<file path="src/inc/ffc_regs.svh">
`ifndef FFC_REGS_SVH
`define FFC_REGS_SVH

// Register offsets
`define FFC_OFS_SUPPLY_MON 8'h80
`define FFC_OFS_TORCH 8'ha0
`define FFC_OFS_FLASH 8'hb0
`define FFC_OFS_DURATION 8'hc0
`define FFC_OFS_STATUS 8'hd0
`define FFC_OFS_CFG1 8'he0
`define FFC_OFS_CFG2 8'hf0

// Reset values
`define FFC_RST_TORCH 8'h50
`define FFC_RST_FLASH 8'h68
`define FFC_RST_DURATION 8'h4f
`define FFC_RST_STATUS 8'h40
`define FFC_RST_CFG1 8'h42
`define FFC_RST_CFG2 8'hf0
`define FFC_RST_SUPPLY_MON 8'hf0

// Status bit positions
`define FFC_ST_EXPIRY 0
`define FFC_ST_OVERTEMP 1
`define FFC_ST_LED_FAIL 2
`define FFC_ST_TX1 3
`define FFC_ST_TX2 4
`define FFC_ST_THERM 5
`define FFC_ST_SUPPLY 6

// First configuration bits
`define FFC_C1_LL_DIS 0
`define FFC_C1_OUT_LVL 1
`define FFC_C1_STROBE_EDGE 2
`define FFC_C1_THERM_MODE 3
`define FFC_C1_TX2_MODE 5
`define FFC_C1_TX2_POL 6
`define FFC_C1_TX1_TORCH 7

// Second configuration bits
`define FFC_C2_TX2_OFF 0
`define FFC_C2_THERM_OFF 1
`define FFC_C2_SUPPLY_OFF 3

// Supply monitor bits
`define FFC_SM_EN 0

// Timing, times in ns, counts derived from the clock rate
`define FFC_CLK_MHZ 25
`define FFC_RAMP_STEP_NS 16000
`define FFC_SHORT_QUAL_NS 250000
`define FFC_OPEN_QUAL_NS 2000
`define FFC_TIMEOUT_STEP_NS 32000000
`define FFC_RAMP_STEP_CYC ((`FFC_RAMP_STEP_NS * `FFC_CLK_MHZ + 999) / 1000)
`define FFC_SHORT_QUAL_CYC ((`FFC_SHORT_QUAL_NS * `FFC_CLK_MHZ + 999) / 1000)
`define FFC_OPEN_QUAL_CYC ((`FFC_OPEN_QUAL_NS * `FFC_CLK_MHZ + 999) / 1000)
`define FFC_TIMEOUT_STEP_CYC ((`FFC_TIMEOUT_STEP_NS * `FFC_CLK_MHZ) / 1000)

`endif

</file>
<file path="src/inc/ffc_pkg.sv">
package ffc_pkg;
	typedef logic [7:0] ffc_byte_t;
	// Gray coded along idle, ramp, hold, done
	typedef enum logic [1:0] {
		FFC_IDLE = 2'b00,
		FFC_RAMP = 2'b01,
		FFC_HOLD = 2'b11,
		FFC_DONE = 2'b10
	} ffc_flash_st_t;
endpackage

</file>
<file path="src/hw/ffc_qual.sv">
`timescale 1ns/1ns
// Persistence qualifier: output rises once the sense level has held for LIMIT cycles
module ffc_qual #(
	parameter int LIMIT = 50
) (
	input wire logic mclk,
	input wire logic reset_n,
	input wire logic clear,
	input wire logic sense,
	output logic qualified
);
	import ffc_pkg::*;
	localparam int CW = $clog2(LIMIT + 1);
	logic [CW-1:0] cnt_r;

	// Count while the condition persists, restart on any dropout
	always_ff @(posedge mclk or negedge reset_n) begin
		if (!reset_n) begin
			cnt_r <= '0;
		end else if (clear || !sense) begin
			cnt_r <= '0;
		end else if (cnt_r != CW'(LIMIT - 1)) begin
			cnt_r <= cnt_r + 1'b1;
		end
	end

	// Registered so a glitch shorter than LIMIT never reaches the flag
	always_ff @(posedge mclk or negedge reset_n) begin
		if (!reset_n) begin
			qualified <= 1'b0;
		end else begin
			qualified <= sense && !clear && (cnt_r == CW'(LIMIT - 1));
		end
	end
endmodule

</file>
<file path="src/hw/ffc_top.sv">
`timescale 1ns/1ns
`include "ffc_regs.svh"
module ffc_top #(
	parameter int SHORT_QUAL_CYC = `FFC_SHORT_QUAL_CYC,
	parameter int TIMEOUT_STEP_CYC = `FFC_TIMEOUT_STEP_CYC
) (
	input wire logic mclk,
	input wire logic reset_n,
	input wire logic hardware_enable_pin,
	input wire logic [7:0] reg_addr,
	input wire ffc_pkg::ffc_byte_t reg_wdata,
	input wire logic reg_wr,
	input wire logic reg_rd,
	output ffc_pkg::ffc_byte_t reg_rdata,
	input wire logic strobe_pin,
	input wire logic first_transmit_pin,
	input wire logic second_transmit_pin,
	input wire logic overtemp_in,
	input wire logic output_overvoltage,
	input wire logic led_short_in,
	input wire logic thermistor_trip,
	input wire logic supply_undervoltage,
	input wire logic supply_recovered,
	output logic boost_enable,
	output logic led_flash_on,
	output logic led_torch_on,
	output logic [3:0] led_flash_level,
	output logic [2:0] led_torch_level,
	output logic indicator_on,
	output logic [1:0] indicator_level,
	output logic supply_monitor_enable,
	output logic [1:0] uv_threshold_sel,
	output logic output_level_select,
	output logic voltage_mode_active,
	output logic light_load_enable
);
	import ffc_pkg::*;
	localparam int RAMP_CYC = `FFC_RAMP_STEP_CYC;
	localparam int OPEN_CYC = `FFC_OPEN_QUAL_CYC;

	ffc_byte_t torch_r, flash_r, duration_r, status_r, cfg1_r, cfg2_r, supmon_r;
	ffc_byte_t status_nxt, set_v, clr_v;
	logic [2:0] mode_r;
	ffc_flash_st_t st_r, st_nxt;
	logic [8:0] ramp_cyc_r;
	logic [3:0] level_r;
	logic [19:0] to_cyc_r;
	logic [4:0] to_steps_r;
	logic strobe_q, tx1_q, tx2_q, ot_q, strobe_hold_r;
	logic uv_hold_r, uv_read_r, therm_hold_r, tx2_hold_r;
	logic status_rd, wr_mode, flash_req, flash_start, in_flash, ramp_tick, to_expire;
	logic led_active, short_ok, open_ok, tx2_level, tx2_event, tx_force, torch_force, off_force;
	logic sw_torch, vout_mode, hw_off;

	// Disable pin acts as a synchronous clear of every control state
	assign hw_off = !hardware_enable_pin;
	assign status_rd = reg_rd && (reg_addr == `FFC_OFS_STATUS);
	assign wr_mode = reg_wr && (reg_addr == `FFC_OFS_TORCH || reg_addr == `FFC_OFS_FLASH);
	assign led_active = led_flash_on || led_torch_on;
	assign in_flash = (st_r == FFC_RAMP) || (st_r == FFC_HOLD);

	// Register writes; mode bits are one copy shared by both brightness registers
	always_ff @(posedge mclk or negedge reset_n) begin
		if (!reset_n) begin
			torch_r <= `FFC_RST_TORCH;
			flash_r <= `FFC_RST_FLASH;
			duration_r <= `FFC_RST_DURATION;
			cfg1_r <= `FFC_RST_CFG1;
			cfg2_r <= `FFC_RST_CFG2;
			supmon_r <= `FFC_RST_SUPPLY_MON;
			mode_r <= 3'h0;
		end else if (hw_off) begin
			torch_r <= `FFC_RST_TORCH;
			flash_r <= `FFC_RST_FLASH;
			duration_r <= `FFC_RST_DURATION;
			cfg1_r <= `FFC_RST_CFG1;
			cfg2_r <= `FFC_RST_CFG2;
			supmon_r <= `FFC_RST_SUPPLY_MON;
			mode_r <= 3'h0;
		end else begin
			if (reg_wr) begin
				case (reg_addr)
					`FFC_OFS_TORCH: torch_r <= reg_wdata;
					`FFC_OFS_FLASH: flash_r <= reg_wdata;
					`FFC_OFS_DURATION: duration_r <= reg_wdata;
					`FFC_OFS_CFG1: cfg1_r <= reg_wdata;
					`FFC_OFS_CFG2: cfg2_r <= reg_wdata;
					`FFC_OFS_SUPPLY_MON: supmon_r <= reg_wdata;
					default: ;
				endcase
			end
			// Expiry drops the mode bits even beside an unrelated write, else the flash could never restart
			if (wr_mode) begin
				mode_r <= reg_wdata[2:0];
			end else if (to_expire) begin
				mode_r <= 3'h0;
			end
		end
	end

	// Read data stands only in the cycle after the strobe
	always_ff @(posedge mclk or negedge reset_n) begin
		if (!reset_n) begin
			reg_rdata <= 8'h00;
		end else if (reg_rd) begin
			case (reg_addr)
				`FFC_OFS_TORCH: reg_rdata <= {torch_r[7:3], mode_r};
				`FFC_OFS_FLASH: reg_rdata <= {flash_r[7:3], mode_r};
				`FFC_OFS_DURATION: reg_rdata <= duration_r;
				`FFC_OFS_STATUS: reg_rdata <= status_r;
				`FFC_OFS_CFG1: reg_rdata <= cfg1_r;
				`FFC_OFS_CFG2: reg_rdata <= cfg2_r;
				`FFC_OFS_SUPPLY_MON: reg_rdata <= supmon_r;
				default: reg_rdata <= 8'h00;
			endcase
		end else begin
			reg_rdata <= 8'h00;
		end
	end

	// Previous pin levels for edge detection
	always_ff @(posedge mclk or negedge reset_n) begin
		if (!reset_n) begin
			strobe_q <= 1'b0;
			tx1_q <= 1'b0;
			tx2_q <= 1'b0;
			ot_q <= 1'b0;
		end else begin
			strobe_q <= strobe_pin;
			tx1_q <= first_transmit_pin;
			tx2_q <= second_transmit_pin;
			ot_q <= overtemp_in;
		end
	end

	// Edge sensitive strobe is latched until the pulse ends on its own
	always_ff @(posedge mclk or negedge reset_n) begin
		if (!reset_n) begin
			strobe_hold_r <= 1'b0;
		end else if (hw_off || to_expire || st_r == FFC_DONE) begin
			strobe_hold_r <= 1'b0;
		end else if (cfg1_r[`FFC_C1_STROBE_EDGE] && strobe_pin && !strobe_q) begin
			strobe_hold_r <= 1'b1;
		end
	end

	// Level strobe low together with a cleared mode bit withdraws the request
	assign flash_req = (mode_r[1:0] == 2'b11) ||
		(cfg1_r[`FFC_C1_STROBE_EDGE] ? strobe_hold_r : strobe_pin);
	assign flash_start = (st_r == FFC_IDLE) && flash_req && !overtemp_in;
	assign ramp_tick = (ramp_cyc_r == 9'(RAMP_CYC - 1));
	assign to_expire = in_flash && (to_cyc_r == 20'(TIMEOUT_STEP_CYC - 1)) &&
		(to_steps_r == duration_r[4:0]);

	// Flash sequencing
	always_comb begin
		st_nxt = st_r;
		case (st_r)
			FFC_IDLE: if (flash_start) st_nxt = FFC_RAMP;
			FFC_RAMP: begin
				if (!flash_req) st_nxt = FFC_IDLE;
				else if (to_expire) st_nxt = FFC_DONE;
				else if (level_r == flash_r[6:3]) st_nxt = FFC_HOLD;
			end
			FFC_HOLD: begin
				if (!flash_req) st_nxt = FFC_IDLE;
				else if (to_expire) st_nxt = FFC_DONE;
			end
			FFC_DONE: if (!flash_req) st_nxt = FFC_IDLE;
			default: st_nxt = FFC_IDLE;
		endcase
		if (overtemp_in) st_nxt = FFC_IDLE;
	end

	always_ff @(posedge mclk or negedge reset_n) begin
		if (!reset_n) begin
			st_r <= FFC_IDLE;
		end else if (hw_off) begin
			st_r <= FFC_IDLE;
		end else begin
			st_r <= st_nxt;
		end
	end

	// Current ramp climbs one flash level per step from the lowest code
	always_ff @(posedge mclk or negedge reset_n) begin
		if (!reset_n) begin
			ramp_cyc_r <= 9'h000;
			level_r <= 4'h0;
		end else if (hw_off || !in_flash) begin
			ramp_cyc_r <= 9'h000;
			level_r <= 4'h0;
		end else if (ramp_tick) begin
			ramp_cyc_r <= 9'h000;
			if (level_r != flash_r[6:3]) begin
				level_r <= level_r + 1'b1;
			end
		end else begin
			ramp_cyc_r <= ramp_cyc_r + 1'b1;
		end
	end

	// Timeout counts whole steps; field value n gives n plus one steps
	always_ff @(posedge mclk or negedge reset_n) begin
		if (!reset_n) begin
			to_cyc_r <= 20'h00000;
			to_steps_r <= 5'h00;
		end else if (hw_off || !in_flash) begin
			to_cyc_r <= 20'h00000;
			to_steps_r <= 5'h00;
		end else if (to_cyc_r == 20'(TIMEOUT_STEP_CYC - 1)) begin
			to_cyc_r <= 20'h00000;
			to_steps_r <= to_steps_r + 1'b1;
		end else begin
			to_cyc_r <= to_cyc_r + 1'b1;
		end
	end

	// Open and short qualification
	ffc_qual #(.LIMIT(SHORT_QUAL_CYC)) u_short_qual (
		.mclk(mclk),
		.reset_n(reset_n),
		.clear(hw_off),
		.sense(led_short_in && led_active),
		.qualified(short_ok)
	);
	ffc_qual #(.LIMIT(OPEN_CYC)) u_open_qual (
		.mclk(mclk),
		.reset_n(reset_n),
		.clear(hw_off),
		.sense(output_overvoltage && led_active),
		.qualified(open_ok)
	);

	// Transmit pin meanings depend on their configured modes
	assign tx2_level = cfg1_r[`FFC_C1_TX2_POL] ? second_transmit_pin : !second_transmit_pin;
	assign tx2_event = cfg1_r[`FFC_C1_TX2_POL] ? (second_transmit_pin && !tx2_q) :
		(!second_transmit_pin && tx2_q);
	assign tx_force = (!cfg1_r[`FFC_C1_TX1_TORCH] && first_transmit_pin) ||
		(cfg1_r[`FFC_C1_TX2_MODE] && tx2_level && !cfg2_r[`FFC_C2_TX2_OFF]);
	assign torch_force = tx_force || (therm_hold_r && !cfg2_r[`FFC_C2_THERM_OFF]) ||
		(uv_hold_r && !cfg2_r[`FFC_C2_SUPPLY_OFF]);
	assign off_force = tx2_hold_r || (therm_hold_r && cfg2_r[`FFC_C2_THERM_OFF]) ||
		(uv_hold_r && cfg2_r[`FFC_C2_SUPPLY_OFF]);
	assign sw_torch = (mode_r[1:0] == 2'b10);

	// Status event sources
	always_comb begin
		set_v = 8'h00;
		set_v[`FFC_ST_EXPIRY] = to_expire;
		set_v[`FFC_ST_OVERTEMP] = overtemp_in && !ot_q;
		set_v[`FFC_ST_LED_FAIL] = short_ok || open_ok;
		set_v[`FFC_ST_TX1] = !cfg1_r[`FFC_C1_TX1_TORCH] && first_transmit_pin && !tx1_q;
		set_v[`FFC_ST_TX2] = cfg1_r[`FFC_C1_TX2_MODE] && tx2_event;
		set_v[`FFC_ST_THERM] = cfg1_r[`FFC_C1_THERM_MODE] && led_active && thermistor_trip;
		set_v[`FFC_ST_SUPPLY] = supmon_r[`FFC_SM_EN] && supply_undervoltage;
		clr_v = status_rd ? 8'hff : (flash_start ? 8'h01 : 8'h00);
		status_nxt = (status_r & ~clr_v) | set_v;
	end

	always_ff @(posedge mclk or negedge reset_n) begin
		if (!reset_n) begin
			status_r <= `FFC_RST_STATUS;
		end else if (hw_off) begin
			status_r <= `FFC_RST_STATUS;
		end else begin
			status_r <= status_nxt;
		end
	end

	// Holds that keep the LEDs reduced until software acknowledges
	always_ff @(posedge mclk or negedge reset_n) begin
		if (!reset_n) begin
			uv_hold_r <= 1'b0;
			uv_read_r <= 1'b0;
		end else if (hw_off) begin
			uv_hold_r <= 1'b0;
			uv_read_r <= 1'b0;
		end else if (supmon_r[`FFC_SM_EN] && supply_undervoltage) begin
			uv_hold_r <= 1'b1;
			uv_read_r <= 1'b0;
		end else if (uv_hold_r) begin
			// Recovery counts only in the cycle of the read or after it; an earlier recovery is missed
			if (status_rd) uv_read_r <= 1'b1;
			if ((status_rd || uv_read_r) && supply_recovered) begin
				uv_hold_r <= 1'b0;
				uv_read_r <= 1'b0;
			end
		end
	end

	always_ff @(posedge mclk or negedge reset_n) begin
		if (!reset_n) begin
			therm_hold_r <= 1'b0;
		end else if (hw_off) begin
			therm_hold_r <= 1'b0;
		end else if (set_v[`FFC_ST_THERM]) begin
			therm_hold_r <= 1'b1;
		end else if (status_rd) begin
			therm_hold_r <= 1'b0;
		end
	end

	always_ff @(posedge mclk or negedge reset_n) begin
		if (!reset_n) begin
			tx2_hold_r <= 1'b0;
		end else if (hw_off) begin
			tx2_hold_r <= 1'b0;
		end else if (in_flash && cfg1_r[`FFC_C1_TX2_MODE] && tx2_level && cfg2_r[`FFC_C2_TX2_OFF]) begin
			tx2_hold_r <= 1'b1;
		end else if (status_rd) begin
			tx2_hold_r <= 1'b0;
		end
	end

	// Voltage mode and light load; light load never runs with LEDs lit
	assign vout_mode = mode_r[2] || (!cfg1_r[`FFC_C1_TX2_MODE] && second_transmit_pin);

	// Registered drive outputs; overtemp forces off boost, LEDs, indicator and voltage mode
	always_ff @(posedge mclk or negedge reset_n) begin
		if (!reset_n) begin
			led_flash_on <= 1'b0;
			led_torch_on <= 1'b0;
			led_flash_level <= 4'h0;
			led_torch_level <= 3'h0;
			indicator_on <= 1'b0;
			indicator_level <= 2'h0;
			boost_enable <= 1'b0;
			supply_monitor_enable <= 1'b0;
			uv_threshold_sel <= 2'h0;
			output_level_select <= 1'b0;
			voltage_mode_active <= 1'b0;
			light_load_enable <= 1'b0;
		end else begin
			led_flash_on <= !hw_off && !overtemp_in && in_flash && !torch_force && !off_force;
			led_torch_on <= !hw_off && !overtemp_in && !off_force && ((in_flash && torch_force) ||
				(sw_torch && !in_flash));
			led_flash_level <= level_r;
			led_torch_level <= torch_r[5:3];
			indicator_on <= !hw_off && !overtemp_in && (mode_r[1:0] == 2'b01) &&
				!cfg1_r[`FFC_C1_THERM_MODE];
			indicator_level <= torch_r[7:6];
			boost_enable <= !hw_off && !overtemp_in && (in_flash || sw_torch || vout_mode);
			supply_monitor_enable <= supmon_r[`FFC_SM_EN];
			uv_threshold_sel <= supmon_r[2:1];
			output_level_select <= cfg1_r[`FFC_C1_OUT_LVL];
			voltage_mode_active <= !hw_off && !overtemp_in && vout_mode;
			light_load_enable <= !hw_off && vout_mode && !cfg1_r[`FFC_C1_LL_DIS] && !in_flash &&
				!sw_torch && (mode_r[1:0] != 2'b01);
		end
	end
endmodule

</file>
<file path="config.mk">
export PLATFORM = sky130hd
export DESIGN_NAME = ffc_top
export DESIGN_NICKNAME = d
export VERILOG_FILES = /design/src/inc/ffc_pkg.sv /design/src/hw/ffc_qual.sv /design/src/hw/ffc_top.sv
export VERILOG_INCLUDE_DIRS = /design/src /design/src/inc
export SDC_FILE = /design/constraint.sdc
export NUM_CORES = 1
export LEC_CHECK = 0
export ABC_CLOCK_PERIOD_IN_PS = 5700
export BUFFER_PORTS_ARGS = -buffer_cell sky130_fd_sc_hd__buf_2
export CAP_MARGIN = 25
export CORE_MARGIN = 2
export CORE_UTILIZATION = 53
export CTS_CLUSTER_SIZE = 24
export DETAILED_ROUTE_END_ITERATION = 10
export PLACE_DENSITY = 0.72
export SETUP_SLACK_MARGIN = 0.02
export SYNTH_ARGS = -nofsm -noshare
export SYNTH_HDL_FRONTEND = slang
export SYNTH_SLANG_ARGS = --single-unit
</file>
<file path="constraint.sdc">
create_clock -name mclk -period 5.7 [get_ports mclk]
set_input_delay 0.855 -clock mclk [delete_from_list [all_inputs] [get_ports mclk]]
set_output_delay 0.855 -clock mclk [all_outputs]
set_load 0.01 [all_outputs]
</file>
Yosys cells after proc, flatten, opt, wreduce, memory -nomap -nowiden

Index checks and enable logic that the tools add are counted.
Widths: inputs -> output; s select.

Register bits: 156
Input bits: 30
Output and inout bits: 27
Word-level logic and storage cells: 262

Add/subtract/negate cells: 6
Equal/unequal tests: 39
Muxes and demuxes: 68
Bitwise logic cells: 3
Reduce and logical (&&, ||, !) cells: 107

Operators with widths:

| operator              | number |
|---|---|
| $mux 8                | 21 |
| $eq 8x8->1 const B    | 7 |
| $pmux 8 s7            | 1 |
| $logic_and 1x1->1     | 51 |
| $mux 20               | 2 |
| $mux 13               | 2 |
| $add 20x1->20 const B | 1 |
| $eq 20x20->1 const B  | 1 |
| $logic_not 1->1       | 20 |
| $logic_or 1x1->1      | 20 |
| $mux 1                | 20 |
| $mux 2                | 9 |
| $mux 9                | 2 |
| $ne 2x1->1 const B    | 8 |
| $reduce_and 2->1      | 8 |
| $add 13x1->13 const B | 1 |
| $eq 13x13->1 const B  | 1 |
| $ne 13x13->1 const B  | 1 |
| $mux 4                | 3 |
| $mux 6                | 2 |
| $ne 3x1->1 const B    | 4 |
| $reduce_bool 2->1     | 6 |
| $mux 5                | 2 |
| $add 9x1->9 const B   | 1 |
| 22 further kinds      | 29 |

Logic depth before layout (Yosys ltp)

Gate-level depths: netlist (run 1).

Depth after elaboration: 10
Depth in mapped cells: 7
Mapped depth without buffers: 6

By module

Synthesis (run 1) repeated with hierarchy kept, for this count alone.

Cell total of the unflattened synthesis: 682
Area total of the unflattened synthesis: 7066.8 µm²

Modules (own cells, without submodules):

| module                   | times used | cells an instance | area an instance (µm²) | sequential area each (µm²) |
|---|---|---|---|---|
| ffc_top                  | 1          | 571               | 5944.5                 | 3254.4 |
| ffc_qual at u_short_qual | 1          | 77                | 747.0                  | 350.3 |
| ffc_qual at u_open_qual  | 1          | 34                | 375.4                  | 175.2 |

Worst setup path after synthesis (run 1)

OpenSTA, ideal clock, no wires.

Path type: input to register
From: in reg_addr[0]
To: reg duration_r[4]
Arrival time: 2.273 ns
Required time: 5.580 ns
Setup slack: 3.307 ns
Stages on the path: 5
Buffers on the path: 1
Cells stage by stage: or4b_4 or4_1 buf_4 mux2i_1 nor2b_1

Cells in the longest elaborated chain, start to end: 3

Ends and longest elaborated chain:

| what                              | line          | RTL |
|---|---|---|
| start, declared                   | ffc_top.sv:10 | `input wire logic [7:0] reg_addr,` |
| $eq 8x8->1                        | ffc_top.sv:82 | `case (reg_addr)` |
| $ne 2x1->1 (no source line)       | --            |  |
| $reduce_and 2->1 (no source line) | --            |  |
| end signal, assigned              | ffc_top.sv:67 | `` duration_r <= `FFC_RST_DURATION; `` |
| end signal, assigned              | ffc_top.sv:75 | `` duration_r <= `FFC_RST_DURATION; `` |
| end signal, assigned              | ffc_top.sv:85 | `` `FFC_OFS_DURATION: duration_r <= reg_wdata; `` |
| end, declared                     | ffc_top.sv:41 | `ffc_byte_t torch_r, flash_r, duration_r, status_r, cfg1_r, cfg2_r, supmon_r;` |

No other way between the ends.
A chain may end at the register's enable or synchronous reset.

Worst setup path after layout (run 1)

From: in reg_addr[1]
To: reg cfg2_r[3]

Cells in the longest elaborated chain, start to end: 3

Ends and longest elaborated chain:

| what                              | line          | RTL |
|---|---|---|
| $eq 8x8->1                        | ffc_top.sv:82 |  |
| $ne 2x1->1 (no source line)       | --            |  |
| $reduce_and 2->1 (no source line) | --            |  |
| end signal, assigned              | ffc_top.sv:69 | `` cfg2_r <= `FFC_RST_CFG2; `` |
| end signal, assigned              | ffc_top.sv:77 | `` cfg2_r <= `FFC_RST_CFG2; `` |
| end signal, assigned              | ffc_top.sv:87 | `` `FFC_OFS_CFG2: cfg2_r <= reg_wdata; `` |
| end, declared                     | ffc_top.sv:41 |  |

No other way between the ends.

==> results of run 1 <==
==> worst paths after layout <==
path / startpoint / to / slack (ns) / cells past startpoint
min: cfg1_r[1]$_DFFE_PN1P_ / output_level_select$_DFF_PN0_ / 0.40 / 0
max reg2reg: to_cyc_r[17]$_DFF_PN0_ / to_cyc_r[14]$_DFF_PN0_ / 3.57 / 5
max: reg_addr[1] / cfg2_r[3]$_DFFE_PN0P_ / 3.26 / 5
min reg2reg: cfg1_r[1]$_DFFE_PN1P_ / output_level_select$_DFF_PN0_ / 0.40 / 0
min in group asynchronous: reset_n / level_r[3]$_DFFE_PN0P_ / 0.51 / 1
max in group asynchronous: reset_n / led_flash_on$_DFF_PN0_ / 3.92 / 2
==> sequential cells by signal, summed over array words and instances (netlist names), 5 cells and up <==
signal,cells
flash_r,5
supmon_r,8
status_r,8
ramp_cyc_r,9
u_open_qual.cnt_r,6
cfg1_r,8
to_cyc_r,20
reg_rdata,8
to_steps_r,5
duration_r,8
cfg2_r,8
torch_r,5
u_short_qual.cnt_r,13
==> logic make-up after synthesis <==
group,Yosys count
AOI/OAI and AO/OA,92
xor gates and xnor gates,44
adders and majority gates,8
buffers and inverters,47
DFF,150
muxes,58
and+or+nand+nor,273
==> where the power goes <==
part / internal (mW) / leakage [nW] / switching, mW
clock: 0.797 / 0.319 / 0.433
sequential: 1.07 / 1.99 / 0.00369
combinational: 0.0286 / 1.41 / 0.0665
total: 1.90 / 3.72 / 0.503
==> per-stage QoR <==
stage	utilization [%]	hold WS [ns]	setup slack, ns	std cells
floorplan	-	0.367	3.31	672
global placement	57.0	0.381	2.90	874
detailed placement	57.1	0.386	2.86	875
CTS	62.1	0.400	3.31	907
global route	62.1	0.407	3.15	907
finish	62.1	0.400	3.26	907
==> layout make-up <==
class / instances / area (um2)
fill: 1049 / 5000
sequential: 150 / 3780
multi-input combinational: 475 / 3160
clock buffer: 19 / 453
timing repair buffer: 59 / 313
tap: 176 / 220
clock inverter: 13 / 203
inverter: 15 / 56.3
==> metal layers <==
layer / vias to the layer above / track usage, %
met5: - / 0
met4: 0 / 11.2
met3: 41 / 6.46
met2: 162 / 37.6
met1: 2662 / 29.4
li1: 2477 / -
==> cells in the final DEF (no fill, tap or decap), types with 6 or more instances in the layout <==
cell,n
sky130_fd_sc_hd__dfrtp_1,129
sky130_fd_sc_hd__nand2_1,69
sky130_fd_sc_hd__nor2_1,60
sky130_fd_sc_hd__buf_2,55
sky130_fd_sc_hd__mux2i_1,51
sky130_fd_sc_hd__xor2_1,24
sky130_fd_sc_hd__nor2b_1,23
sky130_fd_sc_hd__a21oi_1,22
sky130_fd_sc_hd__nand4_1,21
sky130_fd_sc_hd__dfstp_2,21
sky130_fd_sc_hd__nand3_1,20
sky130_fd_sc_hd__xnor2_1,20
sky130_fd_sc_hd__o21ai_0,17
sky130_fd_sc_hd__clkbuf_16,17
sky130_fd_sc_hd__inv_1,15
sky130_fd_sc_hd__and3_1,13
sky130_fd_sc_hd__nand2b_1,8
sky130_fd_sc_hd__ha_1,8
sky130_fd_sc_hd__or3_1,7
sky130_fd_sc_hd__nor3b_1,7
sky130_fd_sc_hd__or4_1,6
sky130_fd_sc_hd__and4_1,6
sky130_fd_sc_hd__o22ai_1,6
sky130_fd_sc_hd__mux2_2,6
sky130_fd_sc_hd__a41o_1,6
==> worst max-delay path, stage by stage <==
cell,delay (ns)
sky130_fd_sc_hd__buf_2,0.13
sky130_fd_sc_hd__nor4_2,0.51
sky130_fd_sc_hd__and4_1,0.50
sky130_fd_sc_hd__and3_1,0.51
sky130_fd_sc_hd__mux2i_1,0.26
==> results.json, run 1 <==
{
  "place_hpwl_mm": 10.8,
  "clock_path_buffers": 2,
  "synth_fa_ha_area_share_pct": 1.40,
  "num_ports": 57,
  "asyncSetResetFlopFracSynth_pct": 100,
  "synth.top_cell.area_share_pct": 45.3,
  "maxClockFrequency_ghz": 0.409,
  "floorplan.initialDensity_pct": 54.1,
  "cts_tree": "yes",
  "global_route_wire_length_before_repair_mm": 26.4,
  "num_antenna_cells": 0,
  "netlist-cell-type-count": 58,
  "core_area_um2": 13200,
  "layout-drive-gt1-share_pct": 17.5,
  "synthMostInstantiatedCell": "sky130_fd_sc_hd__dfrtp_1",
  "worst-path-max-fanout": 11,
  "biggest_area_consumer_among_synthesized_cells": "sky130_fd_sc_hd__dfrtp_1",
  "cts_repair_resize_count": 0,
  "clkTransAtPathRegs_ns": 0.06,
  "first_pass_iters": 5,
  "chipWidth_um": 120,
  "relSlewSlack_pct": 41.9,
  "synth_cells": 672,
  "number_of_nets_still_failing_antenna_checks_after_routing": 0,
  "postSynthAreaPerCell_um2": 10.6,
  "setup_tns_ns": 0,
  "post-route-period-util_pct": 42.9,
  "synth_xor_xnor_area_share_pct": 5.40,
  "die_y_um": 120,
  "unrepaired_setup_endpoints_after_global_routing": "false",
  "timing.critical_path.from_type": "input pin",
  "final_area_um2": 8190,
  "synth_ff_type": "sky130_fd_sc_hd__dfrtp_1",
  "timing.final.crit_period_ns": 2.44,
  "run_status": "completed",
  "antenna_found_initial": 0,
  "cap_violations": 0,
  "critical_path_class": "input pin to flop",
  "grt_remaining_overflow": 0,
  "report.final.slew_viol_count": 0,
  "synth_common_cells": "sky130_fd_sc_hd__dfrtp_1 (129), sky130_fd_sc_hd__nand2_1 (69), sky130_fd_sc_hd__nor2_1 (60), sky130_fd_sc_hd__mux2i_1 (51), sky130_fd_sc_hd__xor2_1 (24)",
  "synth-compound-area-share_pct": 8.58,
  "skew_pair_late_insertion_delay_ns": 0.42,
  "synthesis.nets": 710,
  "number_of_enable_type_register_cells_in_the_synthesized_netlist": 0,
  "routed_wire_length_per_instance_um": 17.6,
  "yosys_synthesis_warning_count": 0,
  "syn_to_final_growth_pct": 14.8,
  "timing_worst_slew_pin_value_ns": 0.871,
  "cts.htree.levels": 4,
  "timing.hold.worst.class": "flop to flop",
  "leakage_nw": 3.72,
  "routed-wl-met2_mm": 7.75,
  "root_buffer": "sky130_fd_sc_hd__clkbuf_16",
  "power.density_nw_per_um2": 293,
  "die-area_um2": 14400,
  "clock_skew_ns": 0.00750,
  "met3RoutedLength_um": 832,
  "io_buffers": 56,
  "placement_rows": 42,
  "tritoncts_buffers": 17,
  "timing.final.setup_violations": 0,
  "ys_ff_latch": 150,
  "top_layer_used": "met4",
  "cp-end-kind": "flop",
  "irDropWorstVdd_v": 0.000197,
  "finalNetCount": 756,
  "post_dp_cell_area_um2": 7530,
  "cts.repair_timing.setup_buffer_count": 0,
  "synth_sequential_area_ratio_pct": 53.0,
  "wl_met1_mm": 6.86,
  "synth_top_family_by_area": "simple AND/OR/NAND/NOR gates",
  "finalPower_mw": 2.40,
  "critPathArrivalTime_ns": 2.78,
  "synth.mux.area_fraction_pct": 8.42,
  "route.detailed.vias_per_inst": 5.89,
  "place.gp.congestion": 0.902,
  "cts_hold_repair.buffers": 0,
  "post_synth_main_area_contributors": "sky130_fd_sc_hd__dfrtp_1 (45%), sky130_fd_sc_hd__dfstp_2 (7.7%), sky130_fd_sc_hd__mux2i_1 (7.2%)",
  "final_hold_viol_count": 0,
  "synthSimpleGateAreaFrac_pct": 20.5,
  "postRouteWirelength_mm": 15.9,
  "synth_area_um2": 7130,
  "via_count": 5342,
  "drc": 0,
  "pin_count_of_the_biggest_net_entering_global_routing": 96,
  "dr.first_iter.drc_count": 483,
  "first_global_vias": 5295,
  "critPathRequiredTime_ns": 6.04,
  "numClockSinks": 150,
  "groute.usage.overall_pct": 23.5
}
Power figures use the tool's default switching activity.
==> run 2: changes to the inputs <==
--- a/config.mk
+++ b/config.mk
@@ -6,14 +6,15 @@
 export SDC_FILE = /design/constraint.sdc
 export NUM_CORES = 1
 export LEC_CHECK = 0
-export ABC_CLOCK_PERIOD_IN_PS = 5700
+export ABC_AREA = 1
+export ABC_CLOCK_PERIOD_IN_PS = 2000
 export BUFFER_PORTS_ARGS = -buffer_cell sky130_fd_sc_hd__buf_2
 export CAP_MARGIN = 25
 export CORE_MARGIN = 2
 export CORE_UTILIZATION = 53
 export CTS_CLUSTER_SIZE = 24
 export DETAILED_ROUTE_END_ITERATION = 10
-export PLACE_DENSITY = 0.72
+export PLACE_DENSITY = 0.75
 export SETUP_SLACK_MARGIN = 0.02
 export SYNTH_ARGS = -nofsm -noshare
 export SYNTH_HDL_FRONTEND = slang
==> constraint.sdc (replaced) <==
create_clock -name mclk -period 2 [get_ports mclk]
set_input_delay 0.3 -clock mclk [delete_from_list [all_inputs] [get_ports mclk]]
set_output_delay 0.3 -clock mclk [all_outputs]
set_load 0.01 [all_outputs]
==> results.json, run 2 <==
{
  "run_status": "completed",
  "place.gp.congestion": 0.903,
  "cts.repair_timing.setup_buffer_count": 0,
  "synth_sequential_area_ratio_pct": 53.5,
  "global_route_wire_length_before_repair_mm": 26.9,
  "chipWidth_um": 119,
  "synthesis.nets": 860,
  "post-route-period-util_pct": 88.7,
  "critical_path_class": "flop to flop",
  "cp-end-kind": "flop",
  "maxClockFrequency_ghz": 0.564,
  "path_buf_inv": 0,
  "mostFrequentLayoutCells": "sky130_fd_sc_hd__nand2_1 (184), sky130_fd_sc_hd__dfrtp_1 (129), sky130_fd_sc_hd__inv_1 (93)",
  "irDropWorstVdd_v": 0.000627,
  "die_y_um": 119,
  "route.detailed.vias_per_inst": 5.31,
  "timing_worst_slew_pin_value_ns": 0.677,
  "final.fill_count": 1138,
  "timing.hold.worst.class": "input pin to flop",
  "synth_ff_type": "sky130_fd_sc_hd__dfrtp_1",
  "asyncSetResetFlopFracSynth_pct": 100,
  "timing.critical_path.slowest_stage_cell": "sky130_fd_sc_hd__dfrtp_1",
  "cap_violations": 0,
  "routed_wire_length_per_instance_um": 14.7,
  "root_buffer": "sky130_fd_sc_hd__clkbuf_16",
  "pin_count_of_the_biggest_net_entering_global_routing": 48,
  "layout-drive-gt1-share_pct": 18.8,
  "first_global_vias": 5648,
  "regToRegStartpoint": "to_cyc_r[0]$_DFF_PN0_",
  "regToRegSetupSlack_ns": 0.23,
  "unrepaired_setup_endpoints_after_global_routing": "false",
  "area_of_the_multi_input_gates_um2": 2840,
  "clkTransAtPathRegs_ns": 0.06,
  "clock_skew_ns": 0.00855,
  "postRouteWirelength_mm": 16.0,
  "synth_cells": 822,
  "placement_rows": 42,
  "power.density_nw_per_um2": 809,
  "setup_ws_ns": 0.226,
  "postSynthAreaPerCell_um2": 8.59,
  "synth_common_cells": "sky130_fd_sc_hd__nand2_1 (184), sky130_fd_sc_hd__dfrtp_1 (129), sky130_fd_sc_hd__inv_1 (93), sky130_fd_sc_hd__nor2_1 (88), sky130_fd_sc_hd__o21ai_0 (57)",
  "worst-path-max-fanout": 5,
  "fin_util_pct": 62.2,
  "relSlewSlack_pct": 54.9,
  "cts_tree": "yes",
  "largest_register_ff_count": 20,
  "tritoncts_buffers": 17,
  "crit_path_frequent_cell": "sky130_fd_sc_hd__nand2_1",
  "timing.final.crit_period_ns": 1.77,
  "groute.usage.overall_pct": 24.2,
  "dp_cells": 1055,
  "timing.final.setup_violations": 0,
  "num_ports": 57,
  "clock_path_buffers": 2,
  "via_count": 5774,
  "biggest_area_consumer_among_synthesized_cells": "sky130_fd_sc_hd__dfrtp_1",
  "post_synth_main_area_contributors": "sky130_fd_sc_hd__dfrtp_1 (46%), sky130_fd_sc_hd__nand2_1 (9.8%), sky130_fd_sc_hd__dfstp_2 (7.8%)",
  "hp-start": "overtemp_in",
  "number_of_nets_still_failing_antenna_checks_after_routing": 0,
  "core_area_um2": 13100,
  "syn_to_final_growth_pct": 15.8,
  "hold_ws_ns": 0.0451,
  "critPathTopFamily": "simple AND/OR/NAND/NOR gates",
  "whs_endpoint": "ot_q$_DFF_PN0_",
  "min_delay_path_depth": 1,
  "fin_cells": 1088,
  "final_area_um2": 8180,
  "skew_pair_late_insertion_delay_ns": 0.43,
  "setup_tns_ns": 0,
  "final_hold_viol_count": 0,
  "number_of_enable_type_register_cells_in_the_synthesized_netlist": 0,
  "r2r_end": "st_r[1]$_DFFE_PN0P_",
  "synth_area_um2": 7060,
  "layout.area.seq_um2": 3780,
  "numClockSinks": 150,
  "place_hpwl_mm": 11.6,
  "io_buffers": 56,
  "timing.critical_path.slowest_cell_delay_ns": 0.38,
  "cts.htree.levels": 4,
  "timing.critical_path.from_type": "flop",
  "grt_remaining_overflow": 0,
  "report.final.slew_viol_count": 0,
  "layout_top_registers": "to_cyc_r x20, u_short_qual.cnt_r x13, ramp_cyc_r x9",
  "drc": 0,
  "num_antenna_cells": 0,
  "synth.top_cell.area_share_pct": 45.7,
  "antenna_found_initial": 0,
  "register_with_the_most_flip_flops": "to_cyc_r",
  "post_dp_cell_area_um2": 7610,
  "worstPathCellList": "ha_1, nand2_1, nor2_4, nand4_1, nor2_2, nand2_2, nand3_1, nand2_1, nand3_1, nand2_1",
  "worstRegToRegCells": 10,
  "netlist-cell-type-count": 45,
  "dr.first_iter.drc_count": 518,
  "finalNetCount": 939,
  "yosys_synthesis_warning_count": 0,
  "finalPower_mw": 6.61,
  "most_common_library_cell_in_the_layout_ignoring_fill_and_taps": "sky130_fd_sc_hd__nand2_1",
  "ys_ff_latch": 150,
  "critPathArrivalTime_ns": 2.09,
  "critPathRequiredTime_ns": 2.32,
  "synthMostInstantiatedCell": "sky130_fd_sc_hd__nand2_1",
  "floorplan.initialDensity_pct": 53.7,
  "first_pass_iters": 5,
  "die-area_um2": 14300,
  "dp_worst_setup_slack_ns": -0.0533,
  "leakage_nw": 3.85
}
## run 2: changes by cell type in the layout (fill, tap and decap cells not counted), sizes merged, moves of 16 or more
cell   previous run  this run
nand2            69       191
inv              15       100
o21ai            18        83
mux2i            51         0
nor2             60        97
a21oi            22        53
nand3            20        47
nor2b            23         0
nor3              3        23
xnor2            20         2
xor2             24         8
## run 2: kinds of logic (layout without fill, tap and decap cells)
logic type | count (synthesis) | count (layout) | share of synthesized area, %
AO/OA/AOI/OAI | 164 | 164 | 13.6
XOR/XNOR | 10 | 10 | 1.24
adder cells (fa/ha/maj) | 8 | 8 | 1.42
buffers and inverters | 111 | 201 | 6.31
flip-flops | 150 | 150 | 53.5
AND/OR/NAND/NOR | 379 | 379 | 23.9
## run 2: worst reg2reg max path, stage by stage, from the launching register on
cell and delay, ns:
sky130_fd_sc_hd__dfrtp_1 0.38, sky130_fd_sc_hd__ha_1 0.17, sky130_fd_sc_hd__nand2_1 0.10, sky130_fd_sc_hd__nor2_4 0.13, sky130_fd_sc_hd__nand4_1 0.13, sky130_fd_sc_hd__nor2_2 0.27
sky130_fd_sc_hd__nand2_2 0.16, sky130_fd_sc_hd__nand3_1 0.11, sky130_fd_sc_hd__nand2_1 0.09, sky130_fd_sc_hd__nand3_1 0.08, sky130_fd_sc_hd__nand2_1 0.05
## run 2: how the worst max path moves through the flow
stage | start | endpoint | slack [ns] | cells past startpoint
floorplan | to_cyc_r[0]$_DFF_PN0_ | to_cyc_r[16]$_DFF_PN0_ | 0.50 | 10
global placement | to_cyc_r[0]$_DFF_PN0_ | to_steps_r[3]$_DFFE_PN0P_ | -0.02 | 9
detailed placement | to_cyc_r[0]$_DFF_PN0_ | to_steps_r[3]$_DFFE_PN0P_ | -0.05 | 9
CTS | to_cyc_r[0]$_DFF_PN0_ | to_steps_r[3]$_DFFE_PN0P_ | 0.18 | 9
global route | to_cyc_r[0]$_DFF_PN0_ | st_r[1]$_DFFE_PN0P_ | 0.02 | 11
finish | to_cyc_r[0]$_DFF_PN0_ | st_r[1]$_DFFE_PN0P_ | 0.23 | 10
## run 2: power breakdown
group	switching (mW)	internal, mW
clock	1.20	1.66
combinational	0.330	0.160
sequential	0.0797	3.18
## run 2: metal layers
| metal | part of all wire [%] | wire, um | GRT usage [%] |
|---|---|---|---|
| met5 | 0 | 0 | 0 |
| met4 | 2.6 | 409 | 11.4 |
| met3 | 6.1 | 979 | 6.47 |
| met2 | 45 | 7170 | 35.6 |
| met1 | 46 | 7390 | 33.6 |
## run 2: timing repair
action / 4_1_cts / 5_1_grt
gates resized for setup: 1 / 1
cloned: 0 / 0
hold endpoints to repair: 26 / 0
endpoints found under the setup margin: 4 / 2
hold buffers: 3 / 0
## run 2: layout make-up
class                      count  share of cell area (%)
clock buffer                  22                    5.80
clock inverter                 8                   0.643
inverter                     100                    4.59
multi-input combinational    561                    34.8
sequential                   150                    46.2
tap                          176                    2.69
timing repair buffer          71                    5.28
==> run 3: changes to the inputs <==
--- a/config.mk
+++ b/config.mk
@@ -15,6 +15,7 @@
 export CTS_CLUSTER_SIZE = 24
 export DETAILED_ROUTE_END_ITERATION = 10
 export PLACE_DENSITY = 0.75
+export REMOVE_ABC_BUFFERS = 1
 export SETUP_SLACK_MARGIN = 0.02
 export SYNTH_ARGS = -nofsm -noshare
 export SYNTH_HDL_FRONTEND = slang
==> results.json, run 3 (synthesized netlist as in run 2, its figures left out) <==
{
  "critPathArrivalTime_ns": 2.05,
  "cp-end-kind": "flop",
  "final.fill_count": 1149,
  "critical_path.startpoint": "flash_r[5]$_DFFE_PN1P_",
  "clock_skew_ns": 0.00990,
  "core_area_um2": 13100,
  "run_status": "completed",
  "tritoncts_buffers": 17,
  "leakage_nw": 3.94,
  "irDropWorstVdd_v": 0.000607,
  "worst-path-max-fanout": 4,
  "clock_path_buffers": 2,
  "clkTransAtPathRegs_ns": 0.06,
  "routed_wire_length_per_instance_um": 15.0,
  "cts.htree.levels": 4,
  "dp_cells": 1061,
  "power.density_nw_per_um2": 874,
  "critPathRequiredTime_ns": 2.30,
  "power_frac_comb_pct": 6.8,
  "first_pass_iters": 5,
  "place_hpwl_mm": 11.8,
  "via_count": 5786,
  "place.gp.congestion": 0.866,
  "final_hold_viol_count": 0,
  "pin_count_of_the_biggest_net_entering_global_routing": 50,
  "layout-drive-gt1-share_pct": 19.5,
  "num_antenna_cells": 0,
  "timing.final.crit_period_ns": 1.75,
  "antenna_found_initial": 0,
  "grt_remaining_overflow": 0,
  "num_ports": 57,
  "timing_worst_slew_pin_value_ns": 0.489,
  "global_route_wire_length_before_repair_mm": 27.8,
  "floorplan.initialDensity_pct": 53.7,
  "dr.first_iter.drc_count": 493,
  "hp-start": "overtemp_in",
  "finalPower_mw": 7.28,
  "timing.final.setup_violations": 0,
  "fin_cells": 1095,
  "post-route-period-util_pct": 87.6,
  "report.final.slew_viol_count": 0,
  "seq_power_share_pct": 44.9,
  "drc": 0,
  "total_switching_power_mw": 1.65,
  "relSlewSlack_pct": 67.4,
  "first_global_vias": 5705,
  "regToRegStartpoint": "flash_r[5]$_DFFE_PN1P_",
  "route.detailed.vias_per_inst": 5.28,
  "finalNetCount": 944,
  "register_with_the_most_flip_flops": "to_cyc_r",
  "die_y_um": 119,
  "cts.repair_timing.setup_buffer_count": 0,
  "timing.critical_path.from_type": "flop",
  "root_buffer": "sky130_fd_sc_hd__clkbuf_16",
  "syn_to_final_growth_pct": 18.0,
  "cap_violations": 0,
  "setup_tns_ns": 0,
  "chipWidth_um": 119,
  "switching_part_of_the_total_pct": 22.7,
  "dp_worst_setup_slack_ns": 0.196,
  "most_common_library_cell_in_the_layout_ignoring_fill_and_taps": "sky130_fd_sc_hd__nand2_1",
  "power_report.internal_total_mw": 5.63,
  "mostFrequentLayoutCells": "sky130_fd_sc_hd__nand2_1 (184), sky130_fd_sc_hd__dfrtp_1 (129), sky130_fd_sc_hd__inv_1 (93)",
  "io_buffers": 56,
  "critical_path_class": "flop to flop",
  "largest_register_ff_count": 20,
  "postRouteWirelength_mm": 16.4,
  "groute.usage.overall_pct": 24.8,
  "setup_ws_ns": 0.249,
  "skew_pair_late_insertion_delay_ns": 0.42,
  "maxClockFrequency_ghz": 0.571,
  "timing.hold.worst.class": "input pin to flop",
  "number_of_nets_still_failing_antenna_checks_after_routing": 0,
  "share_clk_of_total_power_pct": 48.3,
  "unrepaired_setup_endpoints_after_global_routing": "false",
  "placement_rows": 42,
  "layout_top_registers": "to_cyc_r x20, u_short_qual.cnt_r x13, ramp_cyc_r x9",
  "die-area_um2": 14300,
  "numClockSinks": 150,
  "cts_tree": "yes"
}
run 3: per-stage QoR:
| stage | hold slack [ns] | area (um2) | util [%] |
|---|---|---|---|
| finish | 0.0173 | 8330 | 63.4 |
| global route | 0.00481 | 8330 | 63.4 |
| CTS | 0.00344 | 8330 | 63.4 |
| detailed placement | 0.281 | 7660 | 58.3 |
| global placement | 0.282 | 7660 | 58.3 |
| floorplan | 0.00441 | 6990 | - |
run 3: final cells by class:
type	instances	area (um2)	area share, %
multi-input cells	561	2840	34.0
well taps	176	220	2.64
clock buffers	20	457	5.48
clock inverters	12	199	2.39
flip-flops and latches	150	3780	45.4
repair buffers	76	467	5.60
inverters	100	375	4.50
run 3: power groups by stage:
stage / registers (mW) / logic [mW] / clock network (mW)
6_report: 3.27 / 0.498 / 3.52
3_3_place_gp: 3.31 / 0.485 / 0
4_1_cts: 3.26 / 0.500 / 3.57
5_1_grt: 3.28 / 0.564 / 3.72
2_1_floorplan: 3.30 / 0.249 / 0
3_5_place_dp: 3.31 / 0.493 / 0
run 3: worst paths after layout:
path	end	slack [ns]	cells after the start
worst min register to register	indicator_level[0]$_DFF_PN0_	0.42	0
worst max register to register	level_r[1]$_DFFE_PN0P_	0.25	9
worst min-delay path	ot_q$_DFF_PN0_	0.02	1
max in group asynchronous	cfg2_r[4]$_DFFE_PN1P_	0.89	3
worst max-delay path	level_r[1]$_DFFE_PN0P_	0.25	9
min in group asynchronous	led_flash_level[1]$_DFF_PN0_	0.41	2
run 3: routing by layer:
metal,vias to the layer above,global-route usage [%],share of wire (%),routed length [um]
met4,0,8.97,2.2,366
met1,2712,34.0,46,7510
met3,28,7.23,6.7,1110
met2,181,37.9,45,7440
met5,-,0,0,0
li1,2865,-,-,-
run 3: worst max-delay path, cell delays in order (launching register included):
cell and delay [ns]:
sky130_fd_sc_hd__dfstp_2 0.54, sky130_fd_sc_hd__inv_1 0.06, sky130_fd_sc_hd__nand2_1 0.05, sky130_fd_sc_hd__nand2_1 0.05, sky130_fd_sc_hd__nor2_1 0.21, sky130_fd_sc_hd__nand2_1 0.18, sky130_fd_sc_hd__o21ai_1 0.25, sky130_fd_sc_hd__inv_1 0.12
sky130_fd_sc_hd__nand3_1 0.09, sky130_fd_sc_hd__o21ai_0 0.08
run 3: what timing repair did:
item,CTS,global route
gates resized for setup,0,1
endpoints found under the setup margin,0,2
hold endpoints to repair,37,0
hold buffers,2,0
